**src/hdl/fcd_pkg.sv**
```systemverilog
// Shared constants and types of the five-channel DMA controller
package fcd_pkg;

  // ----------------------------------------------------------------
  // Sizes and timing
  // ----------------------------------------------------------------
  localparam int          NCH        = 5;
  localparam logic [3:0]  CFG_BYTES  = 4'h8;   // Descriptor bytes per channel
  localparam logic [15:0] CFG_STRIDE = 16'h0008;

  // ----------------------------------------------------------------
  // APB register offsets (byte addresses)
  // ----------------------------------------------------------------
  localparam logic [7:0] OFS_ARM  = 8'h00;
  localparam logic [7:0] OFS_REQ  = 8'h04;
  localparam logic [7:0] OFS_FLAG = 8'h08;
  localparam logic [7:0] OFS_CFG0 = 8'h0c;
  localparam logic [7:0] OFS_CFG1 = 8'h10;
  localparam logic [7:0] OFS_STAT = 8'h14;

  localparam int          ARM_ABORT_BIT = 7;
  localparam logic [15:0] RST_CFG_BASE  = 16'h0000;
  localparam logic [4:0]  RST_CH_BITS   = 5'h00;

  // ----------------------------------------------------------------
  // Descriptor field codes
  // ----------------------------------------------------------------
  localparam logic [1:0] STEP_NONE = 2'h0;
  localparam logic [1:0] STEP_INC1 = 2'h1;
  localparam logic [1:0] STEP_INC2 = 2'h2;
  localparam logic [1:0] STEP_DEC1 = 2'h3;

  localparam logic [1:0] MODE_SINGLE  = 2'h0;
  localparam logic [1:0] MODE_BLOCK   = 2'h1;
  localparam logic [1:0] MODE_RSINGLE = 2'h2;
  localparam logic [1:0] MODE_RBLOCK  = 2'h3;

  localparam logic [1:0] PRIO_LOW  = 2'h0;
  localparam logic [1:0] PRIO_NORM = 2'h1;
  localparam logic [1:0] PRIO_HIGH = 2'h2;

  localparam logic [2:0] VL_FIXED = 3'h0;
  localparam logic [2:0] VL_P1    = 3'h1;
  localparam logic [2:0] VL_EXACT = 3'h2;
  localparam logic [2:0] VL_P2    = 3'h3;
  localparam logic [2:0] VL_P3    = 3'h4;

  localparam logic [4:0] TRIG_NONE = 5'h00;
  localparam logic [4:0] TRIG_PREV = 5'h01;

  // ----------------------------------------------------------------
  // Types
  // ----------------------------------------------------------------
  // Descriptor, first memory byte in the top bits
  typedef struct packed {
    logic [15:0] src;
    logic [15:0] dst;
    logic [2:0]  variable_length_option;
    logic [12:0] len;
    logic        word;
    logic [1:0]  mode;
    logic [4:0]  trig;
    logic [1:0]  sinc;
    logic [1:0]  dinc;
    logic        imask;
    logic        m8;
    logic [1:0]  prio;
  } fcd_cfg_t;

  typedef struct packed {
    fcd_cfg_t    cfg;
    logic [15:0] sp;
    logic [15:0] dp;
    logic [12:0] cnt;
    logic [12:0] tot;
  } fcd_chan_t;

  typedef struct packed {
    logic        en;
    logic        we;
    logic        word;
    logic [15:0] addr;
    logic [15:0] wdata;
  } fcd_mem_t;

  typedef enum logic [4:0] {
    S_IDLE  = 5'b00001,
    S_FETCH = 5'b00010,
    S_READ  = 5'b00100,
    S_WAIT  = 5'b01000,
    S_WRITE = 5'b10000
  } fcd_state_e;

  typedef struct packed {
    fcd_state_e                fsm;
    fcd_chan_t [NCH-1:0]       ch;
    logic      [NCH-1:0]       rdy;
    logic      [NCH-1:0]       pend;
    logic      [NCH-1:0]       blk;
    logic      [NCH-1:0]       fpend;
    logic      [NCH-1:0]       swreq;
    logic      [NCH-1:0]       flag;
    logic      [NCH-1:0]       done;
    logic      [NCH-1:0]       held;
    logic      [2:0]           fch;
    logic      [2:0]           cur;
    logic      [2:0]           rr;
    logic      [3:0]           fb;
    logic      [15:0]          dat;
    logic      [15:0]          cfg0;
    logic      [15:0]          cfg1;
    logic                      lost;
  } fcd_st_t;

endpackage : fcd_pkg

```
**src/hdl/fcd_arb.sv**
```systemverilog
// Channel arbiter: highest priority level, round-robin among equals
`timescale 1ns/100ps
module fcd_arb (
  input  wire logic [4:0]      req,   // Channels wanting memory
  input  wire logic [4:0][1:0] prio,  // Priority level per channel
  input  wire logic [2:0]      rr,    // Last granted channel
  output logic      [2:0]      sel,   // Chosen channel
  output logic                 any    // Some channel chosen
);
  import fcd_pkg::*;

  always_comb
  begin
    logic [1:0] best;
    logic [3:0] idx;
    best = PRIO_LOW;
    idx  = 4'h0;
    sel  = 3'h0;
    any  = 1'b0;
    for (int i = 0; i < NCH; i++)
    begin
      if (req[i] && prio[i] > best)
        best = prio[i];
    end
    for (int k = 1; k <= NCH; k++)
    begin
      idx = {1'b0, rr} + 4'(k);
      if (idx >= 4'(NCH))
        idx = idx - 4'(NCH);
      if (!any && req[idx[2:0]] && prio[idx[2:0]] == best)
      begin
        sel = idx[2:0];
        any = 1'b1;
      end
    end
  end

endmodule : fcd_arb

```
**src/hdl/fcd_dma.sv**
```systemverilog
// Five-channel DMA controller with APB register access
//
// Decided for this implementation: the placing of the registers and the APB slave port.
`timescale 1ns/100ps

// Behaviour
// - Five independent channels 0 to 4 copy data within the data space.
// - A channel transfers nothing until configured and armed by software.
// - Arming one channel loads its descriptor in 9 clocks; early trigger events dropped, early software requests kept.
// - Several armed channels load one after another, channel 1 first, 0 last.
// - Trigger chosen from 31 sources by the loaded descriptor.
// - A software request starts a transfer like the selected trigger.
// - A trigger starts one transfer or a whole block, per mode.
// - Source and destination pointers start from descriptor addresses.
// - After the set count the channel rearms or disarms and interrupts.
// - Variable length taken from first byte, or word bits 12:0.
// - Configured count caps the variable length.
// - Length options: plus one, exact, plus two, plus three units.
// - Seven or eight length bits in byte mode; ignored in word mode.
// - Each channel moves bytes or 16-bit words.
// - Source and destination steps are set independently.
// - A mask bit gates each channel's completion interrupt.
// - Three priority levels arbitrate channels and CPU accesses.
// - Steps are none, plus one, plus two, minus one.
// - Single and block disarm at completion; repeated variants rearm.
// - High beats CPU, normal every second try, low yields; round-robin ties.
// - Completion flag sets regardless of the mask bit.
module fcd_dma (
  input  wire logic             pclk,       // System clock
  input  wire logic             presetn,    // Asynchronous reset, active low
  input  wire logic [7:0]       paddr,      // APB address
  input  wire logic             psel,       // APB select
  input  wire logic             penable,    // APB access phase
  input  wire logic             pwrite,     // APB write
  input  wire logic [31:0]      pwdata,     // APB write data
  output logic      [31:0]      prdata,     // APB read data
  output logic                  pready,     // APB ready
  output logic                  pslverr,    // APB error on unmapped address
  input  wire logic [31:0]      trig_evt,   // Event sources, pulse per event
  input  wire logic             cpu_req,    // CPU wants the memory this cycle
  output logic                  cpu_stall,  // CPU access deferred this cycle
  output fcd_pkg::fcd_mem_t     mem,        // Memory access request
  input  wire logic [15:0]      mem_rdata,  // Read data, cycle after request
  output logic                  dma_irq     // Completion interrupt to CPU
);
  import fcd_pkg::*;

  // ----------------------------------------------------------------
  // Helpers
  // ----------------------------------------------------------------
  function automatic logic [15:0] fcd_step(logic [15:0] a, logic [1:0] s);
    case (s)
      STEP_INC1: return a + 16'h0001;
      STEP_INC2: return a + 16'h0002;
      STEP_DEC1: return a - 16'h0001;
      default:   return a;
    endcase
  endfunction : fcd_step

  function automatic logic fcd_hit(logic [7:0] a);
    return a == OFS_ARM || a == OFS_REQ || a == OFS_FLAG ||
           a == OFS_CFG0 || a == OFS_CFG1 || a == OFS_STAT;
  endfunction : fcd_hit

  function automatic logic [2:0] fcd_first(logic [4:0] m);
    if (m[1]) return 3'h1;
    if (m[2]) return 3'h2;
    if (m[3]) return 3'h3;
    if (m[4]) return 3'h4;
    return 3'h0;
  endfunction : fcd_first

  fcd_st_t          q;
  fcd_st_t          d;
  logic             wr;
  logic             win;
  logic             dma_req;
  logic             last;
  logic [1:0]       cprio;
  logic [4:0]       hit;
  logic [4:0]       elig;
  logic [4:0][1:0]  prio_v;
  logic [4:0]       mask_v;
  logic [2:0]       asel;
  logic             aany;
  fcd_cfg_t         cc;

  assign cc      = q.ch[q.cur].cfg;
  assign wr      = psel && penable && pwrite;
  assign pready  = 1'b1;
  assign pslverr = psel && penable && !fcd_hit(paddr);
  assign dma_req = q.fsm == S_READ || q.fsm == S_WRITE;
  assign cprio   = cc.prio;
  assign last    = ({1'b0, q.ch[q.cur].cnt} + 14'h1) >= {1'b0, q.ch[q.cur].tot};

  // ----------------------------------------------------------------
  // CPU against channel arbitration
  // ----------------------------------------------------------------
  assign win = !cpu_req || cprio >= PRIO_HIGH ||
               (cprio == PRIO_NORM && q.lost);
  assign cpu_stall = cpu_req && ((q.fsm == S_FETCH && q.fb < CFG_BYTES) ||
                                 (dma_req && win));

  // ----------------------------------------------------------------
  // Trigger detection per channel
  // ----------------------------------------------------------------
  for (genvar i = 0; i < NCH; i++)
  begin : g_ch
    localparam int PREV = (i + NCH - 1) % NCH;
    logic ev;
    assign ev = q.ch[i].cfg.trig == TRIG_NONE ? 1'b0 :
                q.ch[i].cfg.trig == TRIG_PREV ? q.done[PREV] :
                trig_evt[q.ch[i].cfg.trig];
    assign hit[i]    = q.rdy[i] && (ev || q.swreq[i]);
    assign elig[i]   = q.rdy[i] && (q.pend[i] || q.blk[i]);
    assign prio_v[i] = q.ch[i].cfg.prio;
    assign mask_v[i] = q.ch[i].cfg.imask;
  end

  fcd_arb u_arb (
    .req  (elig),
    .prio (prio_v),
    .rr   (q.rr),
    .sel  (asel),
    .any  (aany)
  );

  // ----------------------------------------------------------------
  // Memory port and register read
  // ----------------------------------------------------------------
  always_comb
  begin
    mem       = '0;
    mem.word  = cc.word;
    if (q.fsm == S_FETCH && q.fb < CFG_BYTES)
    begin
      mem.en   = 1'b1;
      mem.word = 1'b0;
      mem.addr = (q.fch == 3'h0 ? q.cfg0 :
                  q.cfg1 + CFG_STRIDE * 16'(q.fch - 3'h1)) + 16'(q.fb);
    end
    else if (q.fsm == S_READ)
    begin
      mem.en   = win;
      mem.addr = q.ch[q.cur].sp;
    end
    else if (q.fsm == S_WRITE)
    begin
      mem.en    = win;
      mem.we    = 1'b1;
      mem.addr  = q.ch[q.cur].dp;
      mem.wdata = q.dat;
    end
  end

  always_comb
  begin
    prdata = 32'h0000_0000;
    case (paddr)
      OFS_ARM:  prdata = {27'h0, q.rdy | q.fpend | q.held |
                          (q.fsm == S_FETCH ? 5'(5'h1 << q.fch) : 5'h00)};
      OFS_REQ:  prdata = {27'h0, q.swreq};
      OFS_FLAG: prdata = {27'h0, q.flag};
      OFS_CFG0: prdata = {16'h0, q.cfg0};
      OFS_CFG1: prdata = {16'h0, q.cfg1};
      OFS_STAT: prdata = {19'h0, q.cur, q.fsm, q.pend};
      default:  prdata = 32'h0000_0000;
    endcase
  end

  assign dma_irq = |(q.flag & mask_v);

  // ----------------------------------------------------------------
  // Next state
  // ----------------------------------------------------------------
  always_comb
  begin
    fcd_cfg_t    ncfg;
    logic [12:0] lv;
    logic [13:0] sum;
    ncfg    = q.ch[q.fch].cfg;
    lv      = 13'h0;
    sum     = 14'h0;
    d       = q;
    d.done  = RST_CH_BITS;
    d.pend  = q.pend | hit;
    d.swreq = q.swreq & ~q.rdy;
    if (wr && paddr == OFS_FLAG)
      d.flag = q.flag & ~pwdata[4:0];
    if (wr && paddr == OFS_REQ)
      d.swreq = d.swreq | pwdata[4:0];
    if (wr && paddr == OFS_CFG0)
      d.cfg0 = pwdata[15:0];
    if (wr && paddr == OFS_CFG1)
      d.cfg1 = pwdata[15:0];
    if (wr && paddr == OFS_ARM && !pwdata[ARM_ABORT_BIT])
      d.fpend = q.fpend | (pwdata[4:0] & ~(q.rdy | q.held));
    // Loaded channels turn ready one per clock during the last queued load
    if (|q.held && (q.fsm != S_FETCH || (q.fpend == 5'h00 && q.fb != 4'h0)))
    begin
      d.rdy[fcd_first(q.held)]  = 1'b1;
      d.held[fcd_first(q.held)] = 1'b0;
    end
    unique case (q.fsm)
      S_IDLE:
      begin
        if (|q.fpend)
        begin
          d.fch                   = fcd_first(q.fpend);
          d.fpend[fcd_first(q.fpend)] = 1'b0;
          d.fb                    = 4'h0;
          d.fsm                   = S_FETCH;
        end
        else if (aany)
        begin
          d.cur = asel;
          d.rr  = asel;
          d.blk[asel]  = q.ch[asel].cfg.mode == MODE_BLOCK ||
                         q.ch[asel].cfg.mode == MODE_RBLOCK;
          d.pend[asel] = hit[asel];
          d.fsm = S_READ;
        end
      end
      S_FETCH:
      begin
        ncfg = fcd_cfg_t'({q.ch[q.fch].cfg[55:0], mem_rdata[7:0]});
        if (q.fb != 4'h0)
          d.ch[q.fch].cfg = ncfg;
        if (q.fb == CFG_BYTES)
        begin
          d.ch[q.fch].sp  = ncfg.src;
          d.ch[q.fch].dp  = ncfg.dst;
          d.ch[q.fch].cnt = 13'h0;
          d.ch[q.fch].tot = ncfg.len;
          d.pend[q.fch]   = 1'b0;
          d.blk[q.fch]    = 1'b0;
          // Queued loads run back to back, nine clocks each
          if (|q.fpend)
          begin
            d.held[q.fch]               = 1'b1;
            d.fch                       = fcd_first(q.fpend);
            d.fpend[fcd_first(q.fpend)] = 1'b0;
            d.fb                        = 4'h0;
          end
          else
          begin
            d.rdy[q.fch] = 1'b1;
            d.fsm        = S_IDLE;
          end
        end
        else
          d.fb = q.fb + 4'h1;
      end
      S_READ:
      begin
        d.lost = !win;
        if (!q.rdy[q.cur])
          d.fsm = S_IDLE;
        else if (win)
          d.fsm = S_WAIT;
      end
      S_WAIT:
      begin
        d.dat = cc.word ? mem_rdata : {8'h00, mem_rdata[7:0]};
        lv    = cc.word ? mem_rdata[12:0] :
                cc.m8   ? {5'h00, mem_rdata[7:0]} : {6'h00, mem_rdata[6:0]};
        case (cc.variable_length_option)
          VL_P1:    sum = {1'b0, lv} + 14'h1;
          VL_EXACT: sum = {1'b0, lv};
          VL_P2:    sum = {1'b0, lv} + 14'h2;
          VL_P3:    sum = {1'b0, lv} + 14'h3;
          default:  sum = {1'b0, cc.len};
        endcase
        if (q.ch[q.cur].cnt == 13'h0)
          d.ch[q.cur].tot = sum > {1'b0, cc.len} ? cc.len : sum[12:0];
        d.fsm = S_WRITE;
      end
      S_WRITE:
      begin
        d.lost = !win;
        if (!q.rdy[q.cur])
          d.fsm = S_IDLE;
        else if (win)
        begin
          d.ch[q.cur].sp  = fcd_step(q.ch[q.cur].sp, cc.sinc);
          d.ch[q.cur].dp  = fcd_step(q.ch[q.cur].dp, cc.dinc);
          d.ch[q.cur].cnt = q.ch[q.cur].cnt + 13'h1;
          d.fsm           = S_IDLE;
          if (last)
          begin
            d.flag[q.cur] = 1'b1;
            d.done[q.cur] = 1'b1;
            d.blk[q.cur]  = 1'b0;
            d.pend[q.cur] = hit[q.cur];
            if (cc.mode == MODE_RSINGLE || cc.mode == MODE_RBLOCK)
            begin
              d.ch[q.cur].sp  = cc.src;
              d.ch[q.cur].dp  = cc.dst;
              d.ch[q.cur].cnt = 13'h0;
              d.ch[q.cur].tot = cc.len;
            end
            else
            begin
              d.rdy[q.cur]  = 1'b0;
              d.pend[q.cur] = 1'b0;
            end
          end
        end
      end
    endcase
    if (wr && paddr == OFS_ARM && pwdata[ARM_ABORT_BIT])
    begin
      d.rdy   = d.rdy & ~pwdata[4:0];
      d.pend  = d.pend & ~pwdata[4:0];
      d.blk   = d.blk & ~pwdata[4:0];
      d.fpend = d.fpend & ~pwdata[4:0];
      d.held  = d.held & ~pwdata[4:0];
      if (d.fsm == S_FETCH && pwdata[d.fch])
        d.fsm = S_IDLE;
    end
  end

  always_ff @(posedge pclk or negedge presetn)
  begin
    if (!presetn)
    begin
      q      <= '0;
      q.fsm  <= S_IDLE;
      q.cfg0 <= RST_CFG_BASE;
      q.cfg1 <= RST_CFG_BASE;
    end
    else
      q <= d;
  end
endmodule : fcd_dma

```
**config.mk**
```make
export PLATFORM = sky130hd
export DESIGN_NAME = fcd_dma
export DESIGN_NICKNAME = d
export VERILOG_FILES = /design/src/hdl/fcd_pkg.sv /design/src/hdl/fcd_arb.sv /design/src/hdl/fcd_dma.sv
export SDC_FILE = /design/constraint.sdc
export NUM_CORES = 2
export LEC_CHECK = 0
export BUFFER_PORTS_ARGS = -buffer_cell sky130_fd_sc_hd__buf_2
export CORE_MARGIN = 2
export CORE_UTILIZATION = 31
export DETAILED_ROUTE_END_ITERATION = 6
export GPL_ROUTABILITY_DRIVEN = 0
export GPL_TIMING_DRIVEN = 0
export PLACE_DENSITY_LB_ADDON = 0.05
export SETUP_SLACK_MARGIN = 0.2
export SYNTH_ARGS = -nofsm -noshare
export SYNTH_HDL_FRONTEND = slang
export SYNTH_SLANG_ARGS = --single-unit
```
**constraint.sdc**
```tcl
create_clock -name pclk -period 22 [get_ports pclk]
set_clock_uncertainty 0.05 [all_clocks]
set_input_delay 1.1 -clock pclk [delete_from_list [all_inputs] [get_ports pclk]]
set_output_delay 1.1 -clock pclk [all_outputs]
set_load 0.1 [all_outputs]
```
==> metrics.md <==
| Metric | Value |
|---|---|
| Status | finished with violations |
| Failing checks | max-capacitance violations, max-slew violations |
| Share of cells above drive strength 1 | 11.09% |
| Ys async rst share | 100.0% |
| Max cap viols | 9 |
| Crit start category | flop |
| Iteration-0 DRC Markers | 6045 |
| Mean Syn Cell Area | 8.855 um^2 |
| Tcrit/Tclk final | 65.17% |
| Ys flop type | dfrtp_1 |
| Sw Ratio | 55.25% |
| WS Path Type | reg -> reg |
| Final hold slack | 291.2 ps |
| First-pass GRT wire length | 365500 um |
| Post-DR wirelength/cell | 36.04 um |
| Top cells by area, synth | dfrtp_1 40%, a21oi_1 5.3%, o21ai_0 4.7% |
| Min-delay worst type | in -> async |
| Logic pwr share | 63.2% |
| PortBufs | 125 |
| Lkg Pwr | 21.51 nW |
| Clk slew on worst S/H paths | 60 ps |
| Initial antenna violation count | 22 |
| PwrDens | 186.5 mW/mm^2 |
| Initial core utilization | 31.31% |
| Flop2flop setup slack | 7660 ps |
| Pint | 0.004306 W |
| DRT Wirelength | 263800 um |
| Busiest grt layer | met2 |
| I/O pin cnt | 165 |
| DP HPWL | 198900 um |
| Min Clock Period, post-route | 14340 ps |
| P_sw | 0.005317 W |
| 1st-pass router iterations | 7 |
| Worst Path Arrival | 14930 ps |
| Critical Path Sink Type | flop |
| Cell area after synthesis | 0.04504 mm^2 |
| Die footprint | 0.1483 mm^2 |
| # DRC | 0 |
| Number of enable flip-flop cells after synthesis | 0 |
| Cells after Synth | 5086 |
| Worst vdd ir | 0.1585 mV |
| Layout fillers | 15.02k |
| Most used cell, CP | buf_2 |
| Final Setup Violations | 0 |
| Register share of total power | 20.1% |
| Root buf cell | clkbuf_16 |
| Register area | 0.01787 mm^2 |
| Later-pin clock latency in the skew report | 750 ps |
| Hold_buf cts | 0 |
| Met2 usage | 49.46% |
| Met3 usage | 9.652% |
| Die height | 385.2 um |
| Setup TNS | 0 ps |
| Slew HR | -4.934% |
| Grt ovf | 0 |
| Worst Setup SP | q[55] |
| Via density per instance | 6.409 |
| Buffer depth of the longest clock path | 3 |
| RSZ-0062 raised after global routing | no |
| RR Startpoint | q[55] |
| Pin count of the biggest net entering global routing | 107 |
| Multi-input logic area | 0.02510 mm^2 |
| ANT nets after route | 0 |
| H-tree depth | 3 |
| Area of the core | 0.1438 mm^2 |
| Final Max Slew Viols | 58 |
| Synthesis-stage register bit count | 714 |
| Commonest cells after routing, fill and taps aside | 713 x dfrtp_1, 548 x nand2_1, 476 x nor2_1 |
| Area share of the largest cell type after synthesis | 39.62% |
| Post-cts gate resize count | 0 |
| Register area share after synthesis | 39.67% |
| GRT Util Overall | 34.91% |
| Max Fclk | 69.75 MHz |
| # rows | 139 |
| Number of global-route vias before repair | 44.56k |
| Commonest non-fill, non-tap cell in the layout | dfrtp_1 |
| R2R cell count | 27 |
| Slowest-stage cell, CP | buf_1 |
| Synthesis-to-layout area growth | 14.56% |
| Die Span X | 385.2 um |
| Layout net count | 5542 |
| Worst Path Required | 22590 ps |
| Via count | 46.91k |
| Yosys warns | 0 |
| Post-CTS Setup Inserts | 0 |
| Fin. Hold Viols | 0 |
| Global-route track usage on met1 | 48.34% |
| Clk pwr share | 16.7% |
| CTS tree | yes |
| Slowest stage delay, CP | 1100 ps |
| Post-synth top area cell | dfrtp_1 |
| Cts bufs inserted | 92 |
| Clk sinks | 714 |
| Worst-margin pin slew | 1574 ps |
| Synth unique cells | 93 |
| Crit path max fanout | 10 |
per-layer routing:
layer	share of wire [%]	routed length, um
met1	42	111600
met5	0.040	106
met3	11	28340
met4	5.9	15460
met2	41	108200
through the flow:
step | total power, W | area, um^2 | cells | setup WS (ps) | util [%]
after floorplan | 0.005399 | 45090 | 5101 | 14850 | -
after global placement | 0.007746 | 48100 | 7129 | 2669 | 33.44
after detailed placement | 0.007776 | 48440 | 7147 | 8715 | 33.68
after CTS | 0.009399 | 51540 | 7309 | 8670 | 35.84
after global routing | 0.009999 | 51580 | 7312 | 8100 | 35.86
final | 0.009622 | 51590 | 7319 | 7663 | 35.87
area by class of cell:
type	instances	share of cell area, %
antenna	7	0.03395
buffer	401	3.281
clock buffer	126	5.044
clock inverter	36	0.9725
inverter	126	0.9167
multi-input combinational	3860	48.65
sequential	714	34.63
tap	1903	4.615
timing repair buffer	146	1.853
power groups by stage:
stage	logic, W	clock network, W	registers [W]
after global routing	0.00637	0.00167	0.00196
final	0.00608	0.00161	0.00193
after detailed placement	0.00584	0	0.00193
after CTS	0.00587	0.00161	0.00191
after global placement	0.00581	0	0.00193
after floorplan	0.00359	0	0.00181
cells by family after synthesis:
group / Yosys count / synth area share, %
and+or+nand+nor: 1398 / 13.52
adders and majority gates: 107 / 3.073
buffers and inverters: 527 / 4.792
AOI/OAI and AO/OA: 1973 / 29.15
xor gates and xnor gates: 90 / 1.750
muxes: 275 / 8.026
other: 2 / 0.01668
DFF: 714 / 39.67
cells in the mapped netlist, drive strengths merged, types with 23 or more instances:
cell / n
dfrtp: 713
nand2: 548
a21oi: 477
nor2: 477
o21ai: 446
clkbuf: 264
o22ai: 188
a22oi: 153
a22o: 147
buf: 137
inv: 124
mux2: 116
mux2i: 102
ha: 101
a221o: 79
nand3: 74
xnor2: 70
a221oi: 67
nor3: 63
o221ai: 63
mux4: 57
a211oi: 44
a21o: 42
nand2b: 41
o211ai: 35
nor2b: 34
a222oi: 33
and2: 33
o21a: 27
a21boi: 26
a31oi: 23
worst min-delay path by stage:
| stage | start | endpoint | slack [ps] |
|---|---|---|---|
| global route | presetn | q[30] | 380 |
| detailed placement | q[39] | q[39] | 410 |
| floorplan | q[40] | q[40] | 390 |
| global placement | q[40] | q[40] | 400 |
| CTS | presetn | q[30] | 350 |
| finish | presetn | q[30] | 290 |
critical path: cells and delay by family (launching register included):
family | cells | cell delay (ps)
AOI/OAI and AO/OA | 11 | 3560
DFF | 1 | 490
buffers and inverters | 15 | 9620
adders and majority gates | 1 | 410
Power figures use the tool's default switching activity.
